[src/rtl/ppb_pkg.sv]
// Package with register map, field positions and reset values of the port bank
// Summary of operation
// - Interrupt needs enable, flag set, mask clear
// - Edge bits pick rising or falling, lines 0-5
// - Reset keeps port B latch, clears direction
// - Write with direction 0 only stores latch
// - Write with direction 1 drives latch out
// - Read with direction 0 returns pin level
// - Read with direction 1 returns latch
// - SPI enabled takes port C bits 4-7
// - Serial unit takes C2/C3; C0/C1 feed captures
// - Port C pull-ups follow pull-up enable bit
// - Port D control bit selects converter; reset clears
// - Converter pins block port D writes, read 0
// - Ports D and E outputs are open-drain
// - Port E control selects compare, refresh, pulse outputs
// - E0 and E2 always feed captures one, two
// - F/G inputs, H/I/J outputs, control selects LCD
// - Reset clears H, I, J data; A-G kept
// - Port J outputs are open-drain
// - Direction 1 output, 0 input; reset clears
// - Lines 6 and 7 always falling-edge
// - Input edges set status; flag is OR
// - Reset, clear-all or write-one clears status
package ppb_pkg;
  localparam int ADR_W = 7;
  localparam int IDX_W = 5;
  localparam logic [4:0] IDX_PA_DATA = 5'h00;
  localparam logic [4:0] IDX_PB_DATA = 5'h01;
  localparam logic [4:0] IDX_PC_DATA = 5'h02;
  localparam logic [4:0] IDX_PD_DATA = 5'h03;
  localparam logic [4:0] IDX_PA_DIR = 5'h04;
  localparam logic [4:0] IDX_PB_DIR = 5'h05;
  localparam logic [4:0] IDX_PC_DIR = 5'h06;
  localparam logic [4:0] IDX_PD_DIR = 5'h07;
  localparam logic [4:0] IDX_PE_DATA = 5'h0A;
  localparam logic [4:0] IDX_PE_DIR = 5'h0B;
  localparam logic [4:0] IDX_PE_CTRL = 5'h0C;
  localparam logic [4:0] IDX_PF_DATA = 5'h10;
  localparam logic [4:0] IDX_PF_CTRL = 5'h11;
  localparam logic [4:0] IDX_PG_DATA = 5'h12;
  localparam logic [4:0] IDX_PG_CTRL = 5'h13;
  localparam logic [4:0] IDX_PH_DATA = 5'h14;
  localparam logic [4:0] IDX_PH_CTRL = 5'h15;
  localparam logic [4:0] IDX_PI_DATA = 5'h16;
  localparam logic [4:0] IDX_PI_CTRL = 5'h17;
  localparam logic [4:0] IDX_PJ_DATA = 5'h18;
  localparam logic [4:0] IDX_PJ_CTRL = 5'h19;
  localparam logic [4:0] IDX_PD_CTRL = 5'h1A;
  localparam logic [4:0] IDX_KEY_CTRL = 5'h1B;
  localparam logic [4:0] IDX_SYS_OPT = 5'h1C;
  localparam int OPT_STATUS_VIEW_BIT = 0;
  localparam int OPT_PULLUP_BIT = 1;
  localparam int OPT_CLEAR_ALL_BIT = 2;
  localparam int KEY_ENABLE_BIT = 6;
  localparam int KEY_FLAG_BIT = 7;
  localparam int EDGE_LINES = 6;
  localparam logic [7:0] DIR_RST = 8'h00;
  localparam logic [7:0] CTRL_RST = 8'h00;
  localparam logic [7:0] OUT_ONLY_RST = 8'h00;
  localparam logic [5:0] EDGE_RST = 6'h00;
  localparam logic [1:0] OPT_RST = 2'h0;
  localparam logic [7:0] KEY_SYNC_RST = 8'hFF;
  localparam logic [1:0] KEY_ARM_RST = 2'h0;
  localparam logic [7:0] PE_SPECIAL_MASK = 8'hFA;
  localparam logic [31:0] DAT_RST = 32'h0000_0000;
endpackage

[src/rtl/ppb_port_bank.sv]
// Ten-port parallel I/O bank with keypad edge status on a Wishbone slave
`timescale 1ns/1ns
`default_nettype none
module ppb_port_bank
  import ppb_pkg::*;
(
  input wire logic clk_i,
  input wire logic rst_i,
  input wire logic cyc_i,
  input wire logic stb_i,
  input wire logic we_i,
  input wire logic [6:0] adr_i,
  input wire logic [3:0] sel_i,
  input wire logic [31:0] dat_i,
  output logic [31:0] dat_o,
  output logic ack_o,
  input wire logic [7:0] pin_a_i,
  output logic [7:0] pin_a_o,
  output logic [7:0] pin_a_oe_o,
  input wire logic [7:0] pin_b_i,
  output logic [7:0] pin_b_o,
  output logic [7:0] pin_b_oe_o,
  input wire logic [7:0] pin_c_i,
  output logic [7:0] pin_c_o,
  output logic [7:0] pin_c_oe_o,
  input wire logic [7:0] pin_d_i,
  output logic [7:0] pin_d_o,
  output logic [7:0] pin_d_oe_o,
  input wire logic [7:0] pin_e_i,
  output logic [7:0] pin_e_o,
  output logic [7:0] pin_e_oe_o,
  input wire logic [7:0] pin_f_i,
  output logic [7:0] pin_f_o,
  output logic [7:0] pin_f_oe_o,
  input wire logic [7:0] pin_g_i,
  output logic [7:0] pin_g_o,
  output logic [7:0] pin_g_oe_o,
  output logic [7:0] pin_h_o,
  output logic [7:0] pin_i_o,
  output logic [7:0] pin_j_o,
  output logic [7:0] pin_j_oe_o,
  output logic [7:0] pullup_a_o,
  output logic [7:0] pullup_c_o,
  input wire logic cond_code_mask_i,
  output logic keypad_irq_o,
  input wire logic spi_enable_i,
  input wire logic [3:0] spi_out_i,
  input wire logic [3:0] spi_oe_i,
  output logic [3:0] spi_in_o,
  input wire logic sci_enable_i,
  input wire logic sci_tx_i,
  output logic serial_receive_in_o,
  output logic [3:0] capture_inputs_o,
  input wire logic [1:0] compare_outputs_i,
  input wire logic refresh_clk_i,
  input wire logic [2:0] pulse_outputs_i,
  output logic [7:0] adc_select_o,
  input wire logic [39:0] lcd_frontplane_lines_i
);
  // Latch index 0..6 = ports A..G, out index 0..2 = H..J, control 0..6 = D..J
  logic [7:0] dir_q [0:4];
  logic [7:0] dir_d [0:4];
  logic [7:0] lat_q [0:6];
  logic [7:0] lat_d [0:6];
  logic [7:0] out_q [0:2];
  logic [7:0] out_d [0:2];
  logic [7:0] ctl_q [0:6];
  logic [7:0] ctl_d [0:6];
  logic [5:0] edg_q, edg_d;
  logic key_en_q, key_en_d;
  logic [1:0] opt_q, opt_d;
  logic ack_q, ack_d;
  logic [31:0] dat_q, dat_d;
  logic [4:0] idx;
  logic req, wr_en, rd_take;
  logic [7:0] wb, rd_val, key_status, key_clr_mask, e_sel, e_special, hij_h, hij_i, hij_j;
  logic key_clr_all, keypad_flag, keymux, pullup_enable;

  // Read value: latch where the pin is an output, else the pin
  function automatic logic [7:0] port_view(input logic [7:0] dir, input logic [7:0] lat,
                                           input logic [7:0] pin);
    port_view = (dir & lat) | (~dir & pin);
  endfunction

  // Wishbone classic: ack one cycle after the request, write at the acked edge
  assign req = cyc_i && stb_i;
  assign idx = adr_i[6:2];
  assign wb = dat_i[7:0];
  assign wr_en = req && we_i && ack_q && sel_i[0];
  assign rd_take = req && !we_i && !ack_q;
  assign keymux = opt_q[OPT_STATUS_VIEW_BIT];
  assign pullup_enable = opt_q[OPT_PULLUP_BIT];
  assign keypad_flag = |key_status;
  assign key_clr_all = wr_en && (idx == IDX_SYS_OPT) && wb[OPT_CLEAR_ALL_BIT];
  assign key_clr_mask = (wr_en && (idx == IDX_PA_DATA) && keymux) ? wb : 8'h00;

  ppb_key_edge u_key (
    .clk_i(clk_i),
    .rst_i(rst_i),
    .line_i(pin_a_i),
    .enable_i(~dir_q[0]),
    .rise_sel_i({2'h0, edg_q}), // Lines 6 and 7 are always falling
    .clear_all_i(key_clr_all),
    .clear_mask_i(key_clr_mask),
    .status_o(key_status)
  );

  // Register read mux
  always_comb begin
    rd_val = 8'h00;
    if (idx == IDX_PA_DATA) begin
      rd_val = keymux ? key_status : port_view(dir_q[0], lat_q[0], pin_a_i);
    end else if (idx == IDX_PB_DATA) begin
      rd_val = port_view(dir_q[1], lat_q[1], pin_b_i);
    end else if (idx == IDX_PC_DATA) begin
      rd_val = port_view(dir_q[2], lat_q[2], pin_c_i);
    end else if (idx == IDX_PD_DATA) begin
      rd_val = port_view(dir_q[3], lat_q[3], pin_d_i) & ~ctl_q[0];
    end else if (idx == IDX_PE_DATA) begin
      rd_val = port_view(dir_q[4], lat_q[4], pin_e_i);
    end else if (idx == IDX_PA_DIR) begin
      rd_val = dir_q[0];
    end else if (idx == IDX_PB_DIR) begin
      rd_val = dir_q[1];
    end else if (idx == IDX_PC_DIR) begin
      rd_val = dir_q[2];
    end else if (idx == IDX_PD_DIR) begin
      rd_val = dir_q[3] & ~ctl_q[0];
    end else if (idx == IDX_PE_DIR) begin
      rd_val = dir_q[4];
    end else if (idx == IDX_PF_DATA) begin
      rd_val = port_view(ctl_q[2], lat_q[5], pin_f_i);
    end else if (idx == IDX_PG_DATA) begin
      rd_val = port_view(ctl_q[3], lat_q[6], pin_g_i);
    end else if (idx == IDX_PH_DATA) begin
      rd_val = out_q[0];
    end else if (idx == IDX_PI_DATA) begin
      rd_val = out_q[1];
    end else if (idx == IDX_PJ_DATA) begin
      rd_val = out_q[2];
    end else if (idx == IDX_PD_CTRL) begin
      rd_val = ctl_q[0];
    end else if (idx == IDX_PE_CTRL) begin
      rd_val = ctl_q[1];
    end else if (idx == IDX_PF_CTRL) begin
      rd_val = ctl_q[2];
    end else if (idx == IDX_PG_CTRL) begin
      rd_val = ctl_q[3];
    end else if (idx == IDX_PH_CTRL) begin
      rd_val = ctl_q[4];
    end else if (idx == IDX_PI_CTRL) begin
      rd_val = ctl_q[5];
    end else if (idx == IDX_PJ_CTRL) begin
      rd_val = ctl_q[6];
    end else if (idx == IDX_KEY_CTRL) begin
      rd_val = {keypad_flag, key_en_q, edg_q};
    end else if (idx == IDX_SYS_OPT) begin
      rd_val = {6'h00, opt_q};
    end
  end

  // Next-state of all software registers
  always_comb begin
    dir_d = dir_q;
    lat_d = lat_q;
    out_d = out_q;
    ctl_d = ctl_q;
    edg_d = edg_q;
    key_en_d = key_en_q;
    opt_d = opt_q;
    ack_d = req && !ack_q;
    dat_d = ack_q ? DAT_RST : dat_q;
    if (rd_take) begin
      dat_d = {24'h000000, rd_val};
    end
    if (wr_en) begin
      // Data writes land in the latch except port A in status view and port D converter bits; direction decides driving on ports A to E
      if (idx == IDX_PA_DATA) begin
        if (!keymux) begin
          lat_d[0] = wb;
        end
      end else if (idx == IDX_PB_DATA) begin
        lat_d[1] = wb;
      end else if (idx == IDX_PC_DATA) begin
        lat_d[2] = wb;
      end else if (idx == IDX_PD_DATA) begin
        lat_d[3] = (wb & ~ctl_q[0]) | (lat_q[3] & ctl_q[0]);
      end else if (idx == IDX_PE_DATA) begin
        lat_d[4] = wb;
      end else if (idx == IDX_PF_DATA) begin
        lat_d[5] = wb;
      end else if (idx == IDX_PG_DATA) begin
        lat_d[6] = wb;
      end else if (idx == IDX_PH_DATA) begin
        out_d[0] = wb;
      end else if (idx == IDX_PI_DATA) begin
        out_d[1] = wb;
      end else if (idx == IDX_PJ_DATA) begin
        out_d[2] = wb;
      end else if (idx == IDX_PA_DIR) begin
        dir_d[0] = wb;
      end else if (idx == IDX_PB_DIR) begin
        dir_d[1] = wb;
      end else if (idx == IDX_PC_DIR) begin
        dir_d[2] = wb;
      end else if (idx == IDX_PD_DIR) begin
        dir_d[3] = (wb & ~ctl_q[0]) | (dir_q[3] & ctl_q[0]);
      end else if (idx == IDX_PE_DIR) begin
        dir_d[4] = wb;
      end else if (idx == IDX_PD_CTRL) begin
        ctl_d[0] = wb;
      end else if (idx == IDX_PE_CTRL) begin
        ctl_d[1] = wb;
      end else if (idx == IDX_PF_CTRL) begin
        ctl_d[2] = wb;
      end else if (idx == IDX_PG_CTRL) begin
        ctl_d[3] = wb;
      end else if (idx == IDX_PH_CTRL) begin
        ctl_d[4] = wb;
      end else if (idx == IDX_PI_CTRL) begin
        ctl_d[5] = wb;
      end else if (idx == IDX_PJ_CTRL) begin
        ctl_d[6] = wb;
      end else if (idx == IDX_KEY_CTRL) begin
        key_en_d = wb[KEY_ENABLE_BIT];
        edg_d = wb[EDGE_LINES-1:0];
      end else if (idx == IDX_SYS_OPT) begin
        opt_d = {wb[OPT_PULLUP_BIT], wb[OPT_STATUS_VIEW_BIT]};
      end
    end
  end

  // Reset clears direction, control and output-only data
  always_ff @(posedge clk_i) begin
    if (rst_i) begin
      dir_q <= '{default: DIR_RST};
      out_q <= '{default: OUT_ONLY_RST};
      ctl_q <= '{default: CTRL_RST};
      edg_q <= EDGE_RST;
      key_en_q <= 1'h0;
      opt_q <= OPT_RST;
      ack_q <= 1'b0;
      dat_q <= DAT_RST;
    end else begin
      dir_q <= dir_d;
      out_q <= out_d;
      ctl_q <= ctl_d;
      edg_q <= edg_d;
      key_en_q <= key_en_d;
      opt_q <= opt_d;
      ack_q <= ack_d;
      dat_q <= dat_d;
    end
  end

  // Ports A to G data latches keep their value through reset
  always_ff @(posedge clk_i) begin
    lat_q <= lat_d;
  end

  assign ack_o = ack_q;
  assign dat_o = dat_q;

  // Keypad request
  assign keypad_irq_o = key_en_q && keypad_flag && !cond_code_mask_i;

  // Ports A and B: direction 1 drives the latch
  assign pin_a_o = lat_q[0] & dir_q[0];
  assign pin_a_oe_o = dir_q[0];
  assign pin_b_o = lat_q[1] & dir_q[1];
  assign pin_b_oe_o = dir_q[1];
  // Pull-ups of port A off on rising-edge lines
  assign pullup_a_o = ~{2'h0, edg_q};

  // Port C with SPI on bits 7:4 and serial unit on bits 3:2
  always_comb begin
    pin_c_o = lat_q[2] & dir_q[2];
    pin_c_oe_o = dir_q[2];
    if (spi_enable_i) begin
      pin_c_o[7:4] = spi_out_i;
      pin_c_oe_o[7:4] = spi_oe_i;
    end
    if (sci_enable_i) begin
      pin_c_o[3] = sci_tx_i;
      pin_c_oe_o[3] = 1'b1;
      pin_c_o[2] = 1'b0;
      pin_c_oe_o[2] = 1'b0;
    end
  end
  assign spi_in_o = pin_c_i[7:4];
  assign serial_receive_in_o = pin_c_i[2];
  assign pullup_c_o = {8{pullup_enable}};

  // Captures: E0, E2, C0, C1 feed captures one to four
  assign capture_inputs_o = {pin_c_i[1], pin_c_i[0], pin_e_i[2], pin_e_i[0]};

  // Port D: open-drain, released where the converter owns the pin
  assign adc_select_o = ctl_q[0];
  assign pin_d_o = 8'h00;
  assign pin_d_oe_o = dir_q[3] & ~lat_q[3] & ~ctl_q[0];

  // Port E: open-drain with timer, refresh and pulse functions
  assign e_sel = ctl_q[1] & PE_SPECIAL_MASK;
  assign e_special = {pulse_outputs_i, refresh_clk_i, compare_outputs_i[1], 1'b1,
                      compare_outputs_i[0], 1'b1};
  assign pin_e_o = 8'h00;
  assign pin_e_oe_o = (e_sel & ~e_special) | (~e_sel & dir_q[4] & ~lat_q[4]);

  // Ports F and G: inputs unless handed to the frontplane driver
  assign pin_f_o = lcd_frontplane_lines_i[7:0] & ctl_q[2];
  assign pin_f_oe_o = ctl_q[2];
  assign pin_g_o = lcd_frontplane_lines_i[15:8] & ctl_q[3];
  assign pin_g_oe_o = ctl_q[3];

  // Ports H, I, J: outputs from data or frontplane; J open-drain
  assign hij_h = (ctl_q[4] & lcd_frontplane_lines_i[23:16]) | (~ctl_q[4] & out_q[0]);
  assign hij_i = (ctl_q[5] & lcd_frontplane_lines_i[31:24]) | (~ctl_q[5] & out_q[1]);
  assign hij_j = (ctl_q[6] & lcd_frontplane_lines_i[39:32]) | (~ctl_q[6] & out_q[2]);
  assign pin_h_o = hij_h;
  assign pin_i_o = hij_i;
  assign pin_j_o = 8'h00;
  assign pin_j_oe_o = ~hij_j;

  property p_irq_cause;
    @(posedge clk_i) disable iff (rst_i)
      keypad_irq_o == (key_en_q && key_status != 8'h00 && !cond_code_mask_i);
  endproperty
  a_irq_cause: assert property (p_irq_cause) else $error("keypad request without cause");

  property p_reset_clears;
    @(posedge clk_i) rst_i |=> (dir_q[1] == DIR_RST && dir_q[3] == DIR_RST &&
      ctl_q[0] == CTRL_RST && out_q[0] == OUT_ONLY_RST && pin_h_o == 8'h00);
  endproperty
  a_reset_clears: assert property (p_reset_clears) else $error("reset left state");

  property p_reset_keeps_b;
    @(posedge clk_i) (rst_i && !$past(rst_i)) |=> lat_q[1] == $past(lat_q[1]);
  endproperty
  a_reset_keeps_b: assert property (p_reset_keeps_b) else $error("reset altered port B");

  property p_b_write_drive;
    @(posedge clk_i) disable iff (rst_i)
      (wr_en && idx == IDX_PB_DATA && dir_q[1] == 8'hFF) |=> pin_b_o == $past(wb);
  endproperty
  a_b_write_drive: assert property (p_b_write_drive) else $error("port B not driven");

  property p_b_input_float;
    @(posedge clk_i) disable iff (rst_i) (dir_q[1] == 8'h00) |-> pin_b_oe_o == 8'h00;
  endproperty
  a_b_input_float: assert property (p_b_input_float) else $error("input pin driven");

  property p_b_read;
    @(posedge clk_i) disable iff (rst_i)
      (rd_take && idx == IDX_PB_DATA) |=>
      dat_o[7:0] == ((($past(dir_q[1])) & $past(lat_q[1])) | (~$past(dir_q[1]) & $past(pin_b_i)));
  endproperty
  a_b_read: assert property (p_b_read) else $error("port B read wrong");

  property p_d_blocked;
    @(posedge clk_i) disable iff (rst_i)
      (rd_take && (idx == IDX_PD_DATA || idx == IDX_PD_DIR)) |=> (dat_o[7:0] & ctl_q[0]) == 8'h00;
  endproperty
  a_d_blocked: assert property (p_d_blocked) else $error("converter bit read nonzero");

  property p_open_drain;
    @(posedge clk_i) disable iff (rst_i)
      pin_d_o == 8'h00 && pin_e_o == 8'h00 && pin_j_o == 8'h00;
  endproperty
  a_open_drain: assert property (p_open_drain) else $error("open-drain pin driven high");

  property p_spi_route;
    @(posedge clk_i) disable iff (rst_i)
      spi_enable_i |-> (pin_c_o[7:4] == spi_out_i && spi_in_o == pin_c_i[7:4]);
  endproperty
  a_spi_route: assert property (p_spi_route) else $error("SPI not routed");

  property p_pullup_c;
    @(posedge clk_i) disable iff (rst_i)
      (wr_en && idx == IDX_SYS_OPT) |=> pullup_c_o == {8{$past(wb[OPT_PULLUP_BIT])}};
  endproperty
  a_pullup_c: assert property (p_pullup_c) else $error("pull-ups do not follow bit");

  property p_ack_once;
    @(posedge clk_i) disable iff (rst_i) ack_o |=> !ack_o;
  endproperty
  a_ack_once: assert property (p_ack_once) else $error("ack held two cycles");

  c_irq: cover property (@(posedge clk_i) disable iff (rst_i) keypad_irq_o);
  c_write: cover property (@(posedge clk_i) disable iff (rst_i) wr_en && idx == IDX_PB_DATA);
  c_key_clear: cover property (@(posedge clk_i) disable iff (rst_i) key_clr_mask != 8'h00);
endmodule
`default_nettype wire

[src/rtl/ppb_key_edge.sv]
// Keypad line synchroniser, edge detector and sticky status flags
`timescale 1ns/1ns
`default_nettype none
module ppb_key_edge
  import ppb_pkg::*;
(
  input wire logic clk_i,
  input wire logic rst_i,
  input wire logic [7:0] line_i,
  input wire logic [7:0] enable_i,
  input wire logic [7:0] rise_sel_i,
  input wire logic clear_all_i,
  input wire logic [7:0] clear_mask_i,
  output logic [7:0] status_o
);
  logic [7:0] meta_q, sync_q, prev_q, flag_q, flag_d, hit;
  logic [1:0] arm_q;

  // Two-stage synchroniser, then one more stage for edge compare
  always_ff @(posedge clk_i) begin
    if (rst_i) begin
      meta_q <= KEY_SYNC_RST;
      sync_q <= KEY_SYNC_RST;
      prev_q <= KEY_SYNC_RST;
      arm_q <= KEY_ARM_RST;
      flag_q <= 8'h00;
    end else begin
      meta_q <= line_i;
      sync_q <= meta_q;
      prev_q <= sync_q;
      arm_q <= {arm_q[0], 1'b1};
      flag_q <= flag_d;
    end
  end

  genvar b;
  generate
    for (b = 0; b < 8; b++) begin : g_line
      always_comb begin
        // Rising when selected, else falling; only while line is an input
        hit[b] = arm_q[1] && enable_i[b] &&
                 (rise_sel_i[b] ? (sync_q[b] && !prev_q[b]) : (!sync_q[b] && prev_q[b]));
        // Set wins over either clear
        flag_d[b] = hit[b] || (flag_q[b] && !clear_mask_i[b] && !clear_all_i);
      end
    end
  endgenerate

  assign status_o = flag_q;

  property p_edge_sets;
    @(posedge clk_i) disable iff (rst_i) hit[0] |=> flag_q[0];
  endproperty
  a_edge_sets: assert property (p_edge_sets) else $error("edge did not set flag");

  property p_clear_all;
    @(posedge clk_i) disable iff (rst_i) (clear_all_i && hit == 8'h00) |=> flag_q == 8'h00;
  endproperty
  a_clear_all: assert property (p_clear_all) else $error("clear-all left a flag");

  property p_no_edge_hold;
    @(posedge clk_i) disable iff (rst_i)
      (sync_q == prev_q && !clear_all_i && clear_mask_i == 8'h00) |=> flag_q == $past(flag_q);
  endproperty
  a_no_edge_hold: assert property (p_no_edge_hold) else $error("flag changed without cause");

  c_edge: cover property (@(posedge clk_i) disable iff (rst_i) hit != 8'h00);
endmodule
`default_nettype wire

[config.mk]
export PLATFORM = sky130hd
export DESIGN_NAME = ppb_port_bank
export DESIGN_NICKNAME = d
export VERILOG_FILES = /design/src/rtl/ppb_pkg.sv /design/src/rtl/ppb_port_bank.sv /design/src/rtl/ppb_key_edge.sv
export SDC_FILE = /design/constraint.sdc
export NUM_CORES = 1
export LEC_CHECK = 0
export BUFFER_PORTS_ARGS = -buffer_cell sky130_fd_sc_hd__buf_4
export CORE_MARGIN = 3
export CORE_UTILIZATION = 45
export DETAILED_ROUTE_END_ITERATION = 8
export PLACE_DENSITY_LB_ADDON = 0.2
export SLEW_MARGIN = 30
export SYNTH_ARGS = -nofsm -noshare
export SYNTH_HDL_FRONTEND = slang
export SYNTH_HIERARCHICAL = 1
export SYNTH_SLANG_ARGS = --single-unit
export TNS_END_PERCENT = 50
[constraint.sdc]
create_clock -name clk_i -period 2.5 [get_ports clk_i]
set_input_delay 0.125 -clock clk_i [delete_from_list [all_inputs] [get_ports clk_i]]
set_output_delay 0.125 -clock clk_i [all_outputs]
set_load 0.02 [all_outputs]
Word level (Yosys, flattened, before mapping):

Cells that the tools add are included.

* register bits after elaboration: 228
* input port bits: 162
* output and inout bits: 211
* logic and storage cells: 301

* equal/unequal tests: 23
* multiplexer cells: 39
* bitwise logic cells: 86
* reduce and logical (&&, ||, !) cells: 120

Operators with widths (number)
* bitwise AND 8 bit: 32
* 2-to-1 mux 8 bit: 27
* inverter 8 bit: 16
* bitwise OR 8 bit: 13
* equality test 5 bit (second input constant): 13
* logical AND 1 bit: 59
* zero test 1 bit: 26
* AND reduction 25 bit: 1
* inverter 1 bit: 24
* AND reduction 24 bit: 1
* AND reduction 23 bit: 1
* AND reduction 22 bit: 1
* AND reduction 21 bit: 1
* equality test 5 x 3 -> 1 bit (second input constant): 4
* AND reduction 20 bit: 1
* AND reduction 19 bit: 1
* AND reduction 18 bit: 1
* AND reduction 17 bit: 1
* AND reduction 16 bit: 1
* equality test 5 x 4 -> 1 bit (second input constant): 3
* AND reduction 15 bit: 1
* AND reduction 14 bit: 1
* AND reduction 13 bit: 1
* AND reduction 12 bit: 1
* other kinds (19): 37

Depth between registers and ports, before layout:

* depth after elaboration: 26
* depth in mapped cells: 10
* depth with buffers taken out: 6

By module:

The synthesis kept the hierarchy.

By module, submodules not included
* ppb_port_bank: instances 1, cells an instance 1376, area each 11564.8 um2, sequential area each 4444.3 um2
* ppb_key_edge: instances 1, cells an instance 105, area each 1134.8 um2, sequential area each 680.7 um2

Worst setup path before layout:

Ideal clock, no wire load.

* path type: reg-to-reg
* start point: register ack_q (netlist: ack_o)
* end point: register lat_q[40] (netlist name), enable pin
* library setup time: 0.383 ns
* arrival time: 1.742 ns
* data required time: 2.117 ns
* slack: 0.375 ns
* cell stages (with the launch flop): 6
* buffers on the path: 1
* clock period less this slack: 2.125 ns
* cell sequence: dfxtp_1 > and3_1 > nor2b_1 > buf_2 > nand2_1 > nor3_1

* longest elaborated chain between the ends: 3

RTL lines
* start: declaration: RTL line ppb_port_bank.sv:72 `logic ack_q, ack_d;`
* start signal: assignment: RTL line ppb_port_bank.sv:251 `ack_q <= ack_d;`
* logical AND 1 bit (2 in series): RTL line ppb_port_bank.sv:89 `assign wr_en = req && we_i && ack_q && sel_i[0];`
* AND reduction 3 bit (no line)
* end signal: assignment: RTL line ppb_port_bank.sv:258 `lat_q <= lat_d;`
* end: declaration: RTL line ppb_port_bank.sv:63 `logic [7:0] lat_q [0:6];`

No other way between the ends.
A chain may end at the register's enable or synchronous reset.

Worst setup path after layout:

* start point: register ctl_q (netlist bit pin_g_oe_o[2])
* end point: register dat_q[2] (netlist: dat_o[2])

* longest elaborated chain between the ends: 20
* elaborated cells on any way between the ends: 24
* those cells by class: 20 x mux; 4 x bitwise

RTL lines
* start: declaration: RTL line ppb_port_bank.sv:67 `logic [7:0] ctl_q [0:6];`
* start signal: assignment: RTL line ppb_port_bank.sv:247 `ctl_q <= ctl_d;`
* 2-to-1 mux 8 bit: RTL line ppb_port_bank.sv:147 `end else if (idx == IDX_PG_CTRL) begin`
* 2-to-1 mux 8 bit: RTL line ppb_port_bank.sv:145 `end else if (idx == IDX_PF_CTRL) begin`
* 2-to-1 mux 8 bit: RTL line ppb_port_bank.sv:143 `end else if (idx == IDX_PE_CTRL) begin`
* 2-to-1 mux 8 bit: RTL line ppb_port_bank.sv:141 `end else if (idx == IDX_PD_CTRL) begin`
* 2-to-1 mux 8 bit: RTL line ppb_port_bank.sv:139 `end else if (idx == IDX_PJ_DATA) begin`
* 2-to-1 mux 8 bit: RTL line ppb_port_bank.sv:137 `end else if (idx == IDX_PI_DATA) begin`
* 2-to-1 mux 8 bit: RTL line ppb_port_bank.sv:135 `end else if (idx == IDX_PH_DATA) begin`
* 2-to-1 mux 8 bit (*): RTL line ppb_port_bank.sv:133 `end else if (idx == IDX_PG_DATA) begin`
* (+4 left out)
* 2-to-1 mux 8 bit (*): RTL line ppb_port_bank.sv:123 `end else if (idx == IDX_PB_DIR) begin`
* 2-to-1 mux 8 bit (*): RTL line ppb_port_bank.sv:121 `end else if (idx == IDX_PA_DIR) begin`
* 2-to-1 mux 8 bit (*): RTL line ppb_port_bank.sv:119 `end else if (idx == IDX_PE_DATA) begin`
* 2-to-1 mux 8 bit (*): RTL line ppb_port_bank.sv:117 `end else if (idx == IDX_PD_DATA) begin`
* 2-to-1 mux 8 bit (*): RTL line ppb_port_bank.sv:115 `end else if (idx == IDX_PC_DATA) begin`
* 2-to-1 mux 8 bit (*): RTL line ppb_port_bank.sv:113 `end else if (idx == IDX_PB_DATA) begin`
* 2-to-1 mux 8 bit (*): RTL line ppb_port_bank.sv:111 `if (idx == IDX_PA_DATA) begin`
* 2-to-1 mux 8 bit (*): RTL line ppb_port_bank.sv:173 `if (rd_take) begin`
* end signal: assignment: RTL line ppb_port_bank.sv:252 `dat_q <= dat_d;`
* end: declaration: RTL line ppb_port_bank.sv:73 `logic [31:0] dat_q, dat_d;`

Mark *: on every way between the ends. The rest lies on a longest branch, timed or not.

==> flow_metrics.env <==
export IMPL_drtIter0Drc=1407
export IMPL_path_max_fanout=5
export IMPL_drv_cap=0
export IMPL_grt_ovfl_total=0
export IMPL_ys_flop_type="dfxtp_1"
export IMPL_tns_ns=0
export IMPL_clk_pin_slew_worst_paths_ns=0.06
export IMPL_seq_area_frac_synth_pct=40.4
export IMPL_clock_latency_ns=0.54
export IMPL_cts_sinks=228
export IMPL_critPathLaunchType="flip-flop"
export IMPL_drt_wl_total_mm=51.3
export IMPL_yosys_area_top_type="dfxtp_1"
export IMPL_end_kind="flip-flop"
export IMPL_final_core_util_pct=58.2
export IMPL_drc=0
export IMPL_diodes=0
export IMPL_path_class="flip-flop to flip-flop"
export IMPL_worstPathArrival_ns=2.80
export IMPL_io_pins=373
export IMPL_peakVddDrop_mv=0.366
export IMPL_grt_pass1_wl_mm=74.9
export IMPL_ys_seq_elements=228
export IMPL_min_path_type="primary input to flip-flop"
export IMPL_layout_setup_ws_ns=0.123
export IMPL_required_ns=2.92
export IMPL_leakage_uw=0.00642
export IMPL_worst_slew_pin_slew_ns=0.654
export IMPL_synth_edf_count=56
export IMPL_grt_max_degree=146
export IMPL_root_buffer="clkbuf_16"
export IMPL_layout_nets=1907
export IMPL_first_global_vias=11701
export IMPL_critPathMaxStageDelay_ns=0.51
export IMPL_fp_dieH_microns=174
export IMPL_synth_area_leaders="dfxtp_1 (27%), edfxtp_1 (13%), mux2i_1 (7.7%)"
export IMPL_hold_viol=0
export IMPL_cts_repair_resized=0
export IMPL_grt_usage_pct=32.4
export IMPL_post_route_period_util_pct=95.1
export IMPL_drv_slew=0
export IMPL_gp_congestion=1.02
export IMPL_dr_pass1_iters=9
export IMPL_syn_area_sq_um=12700
export IMPL_outcome="finished clean"
export IMPL_critPathSlowestCell="dfxtp_1"
export IMPL_numCtsBuffers=26
export IMPL_yosysWarnings=6
export IMPL_finClkSkew_ns=0.0217
export IMPL_postLayoutCellArea_sq_um=15900
export IMPL_row_count=60
export IMPL_max_freq_mhz=421
export IMPL_synth_distinct_cells=79
export IMPL_cts_tree="built"
export IMPL_place_hpwl_mm=38.2
export IMPL_placed_area_sq_um=14900
export IMPL_syn_inst=1481
export IMPL_die_area_sq_um=30300
export IMPL_max_slew_margin_pct=55.2
export IMPL_yosysTopAreaCellShare_pct=27.1
export IMPL_initial_core_util_pct=46.5
export IMPL_pre_cts_slack_ns=0.111
export IMPL_die_w_microns=174
export IMPL_clock_path_buffers=3
export IMPL_antenna_found_initial=1
export IMPL_cellPowerDensity_nw_per_um2=540
export IMPL_crit_buf_inv=1
export IMPL_crit_chain="mux2i_1 > o221ai_1 > or3_1 > a221oi_1 > buf_4 > o21ai_1"
export IMPL_syn_area_per_cell_sq_um=8.58
export IMPL_fillers=2505
export IMPL_htree_levels=1
export IMPL_routedWlPerCell_microns=24.0
export IMPL_vias=12320
export IMPL_layout_drive_gt1_share_pct=27.5
export IMPL_port_buffers=293
export IMPL_crit_family="compound AO/OA/AOI/OAI gates"
export IMPL_syn_to_final_growth_pct=25.2
export IMPL_ant_nets=0
export IMPL_core_sq_um=27300
export IMPL_finalSetupViolCount=0
export IMPL_period_needed_ns=2.38
export IMPL_grt_setup_unrepaired="false"
export IMPL_vias_per_cell=5.77
export IMPL_timing_hold_ws_ns=0.0450
export IMPL_synthArstFlopShare_pct=0
[sequential cells by signal, summed over array words and instances, names as in the netlist, 2 cells and up, named ones only]
| signal | count |
|---|---|
| lat_q | 48 |
| ctl_q | 32 |
| out_q | 24 |
| dir_q | 14 |
| adc_select_o | 8 |
| dat_o | 8 |
| pin_a_oe_o | 8 |
| pin_b_oe_o | 8 |
| pin_f_oe_o | 8 |
| pin_g_oe_o | 8 |
| u_key/meta_q | 8 |
| u_key/prev_q | 8 |
| u_key/status_o | 8 |
| u_key/sync_q | 8 |
| edg_q | 6 |
| opt_q | 2 |
| pin_c_oe_o | 2 |
| u_key/arm_q | 2 |
[metrics by stage]
step           power [uW]  instances
6_report             8590       2137
5_1_grt              8810       2137
4_1_cts              8590       2137
3_5_place_dp         4780       2078
3_3_place_gp         4780       2078
2_1_floorplan        4430       1533
[Yosys cell counts, types with 27 or more instances]
cell	count
dfxtp_1	172
nand2_1	159
a21oi_1	130
nor2_1	121
buf_4	113
mux2i_1	98
nand3_1	83
edfxtp_1	56
o21ai_0	46
and2_1	45
clkbuf_1	43
inv_1	36
nand2b_1	35
nor2b_1	33
or2_2	28
buf_2	27
[worst reg2reg max path, delay by kind of cell (launching register included)]
kind / cells / cell delay (ns)
compound gates: 3 / 0.71
flops: 1 / 0.51
buf+inv: 1 / 0.20
mux: 1 / 0.50
simple gates: 1 / 0.35
[timing repair]
| item | in CTS | in global routing |
|---|---|---|
| buffers inserted | 0 | 0 |
| hold buffers | 11 | 0 |
| hold endpoints to repair | 13 | 0 |
[path summary, 6_finish.rpt]
check	start	to	slack (ns)	cells after the start
setup reg to reg	pin_g_oe_o[2]	dat_o[2]	0.12	6
setup / recovery	pin_g_oe_o[2]	dat_o[2]	0.12	6
hold reg to reg	u_key/meta_q[4]	u_key/sync_q[4]	0.41	1
hold / removal	dat_i[2]	ctl_q[42]	0.04	3
[placed cells by master (no fill, tap or decap), types with 5 or more instances in the layout]
cell / instances
a211oi_1: 10
a21oi_1: 130
a221oi_1: 13
a22oi_1: 8
a32o_1: 9
a32oi_1: 6
and2_1: 45
and3_1: 5
buf_4: 365
clkbuf_16: 28
clkinv_1: 6
conb_1: 54
dfxtp_1: 172
dlygate4sd3_1: 11
edfxtp_1: 56
inv_1: 36
mux2_2: 24
mux2i_1: 98
nand2_1: 159
nand2b_1: 35
nand3_1: 83
nand3b_1: 5
nand4_1: 7
nor2_1: 120
nor2b_1: 32
nor3_1: 24
o211ai_1: 6
o21ai_0: 46
o221ai_1: 7
o22ai_1: 20
o31ai_1: 7
or2_2: 28
[power breakdown]
part / switching (uW) / internal [uW] / total, uW
clock: 1580 / 2260 / 3840
sequential: 13.3 / 3800 / 3810
combinational: 588 / 345 / 933
total: 2180 / 6400 / 8590
[logic make-up after synthesis]
logic type,count (synthesis),share of synthesized area (%)
DFF,228,40.4
AOI/OAI and AO/OA,309,15.5
other,2,0.0591
buffers and inverters,232,10.9
muxes,122,9.85
and+or+nand+nor,588,23.3
[area by class of cell]
type                       instances  area, sq um  share of cell area [%]
sequential                       228         5120                    32.2
clock inverter                    15          126                   0.795
tap                              372          465                    2.93
timing repair buffer             380         2930                    18.4
clock buffer                      33          729                    4.59
inverter                          36          135                   0.850
multi-input combinational       1073         6390                    40.2
[metal layers]
metal | track usage [%] | part of all wire, %
met2 | 51.3 | 45
met5 | 0 | 0.021
met3 | 6.68 | 9.8
met4 | 11.5 | 3.9
met1 | 44.0 | 42
(Power assumes the default switching activity.)
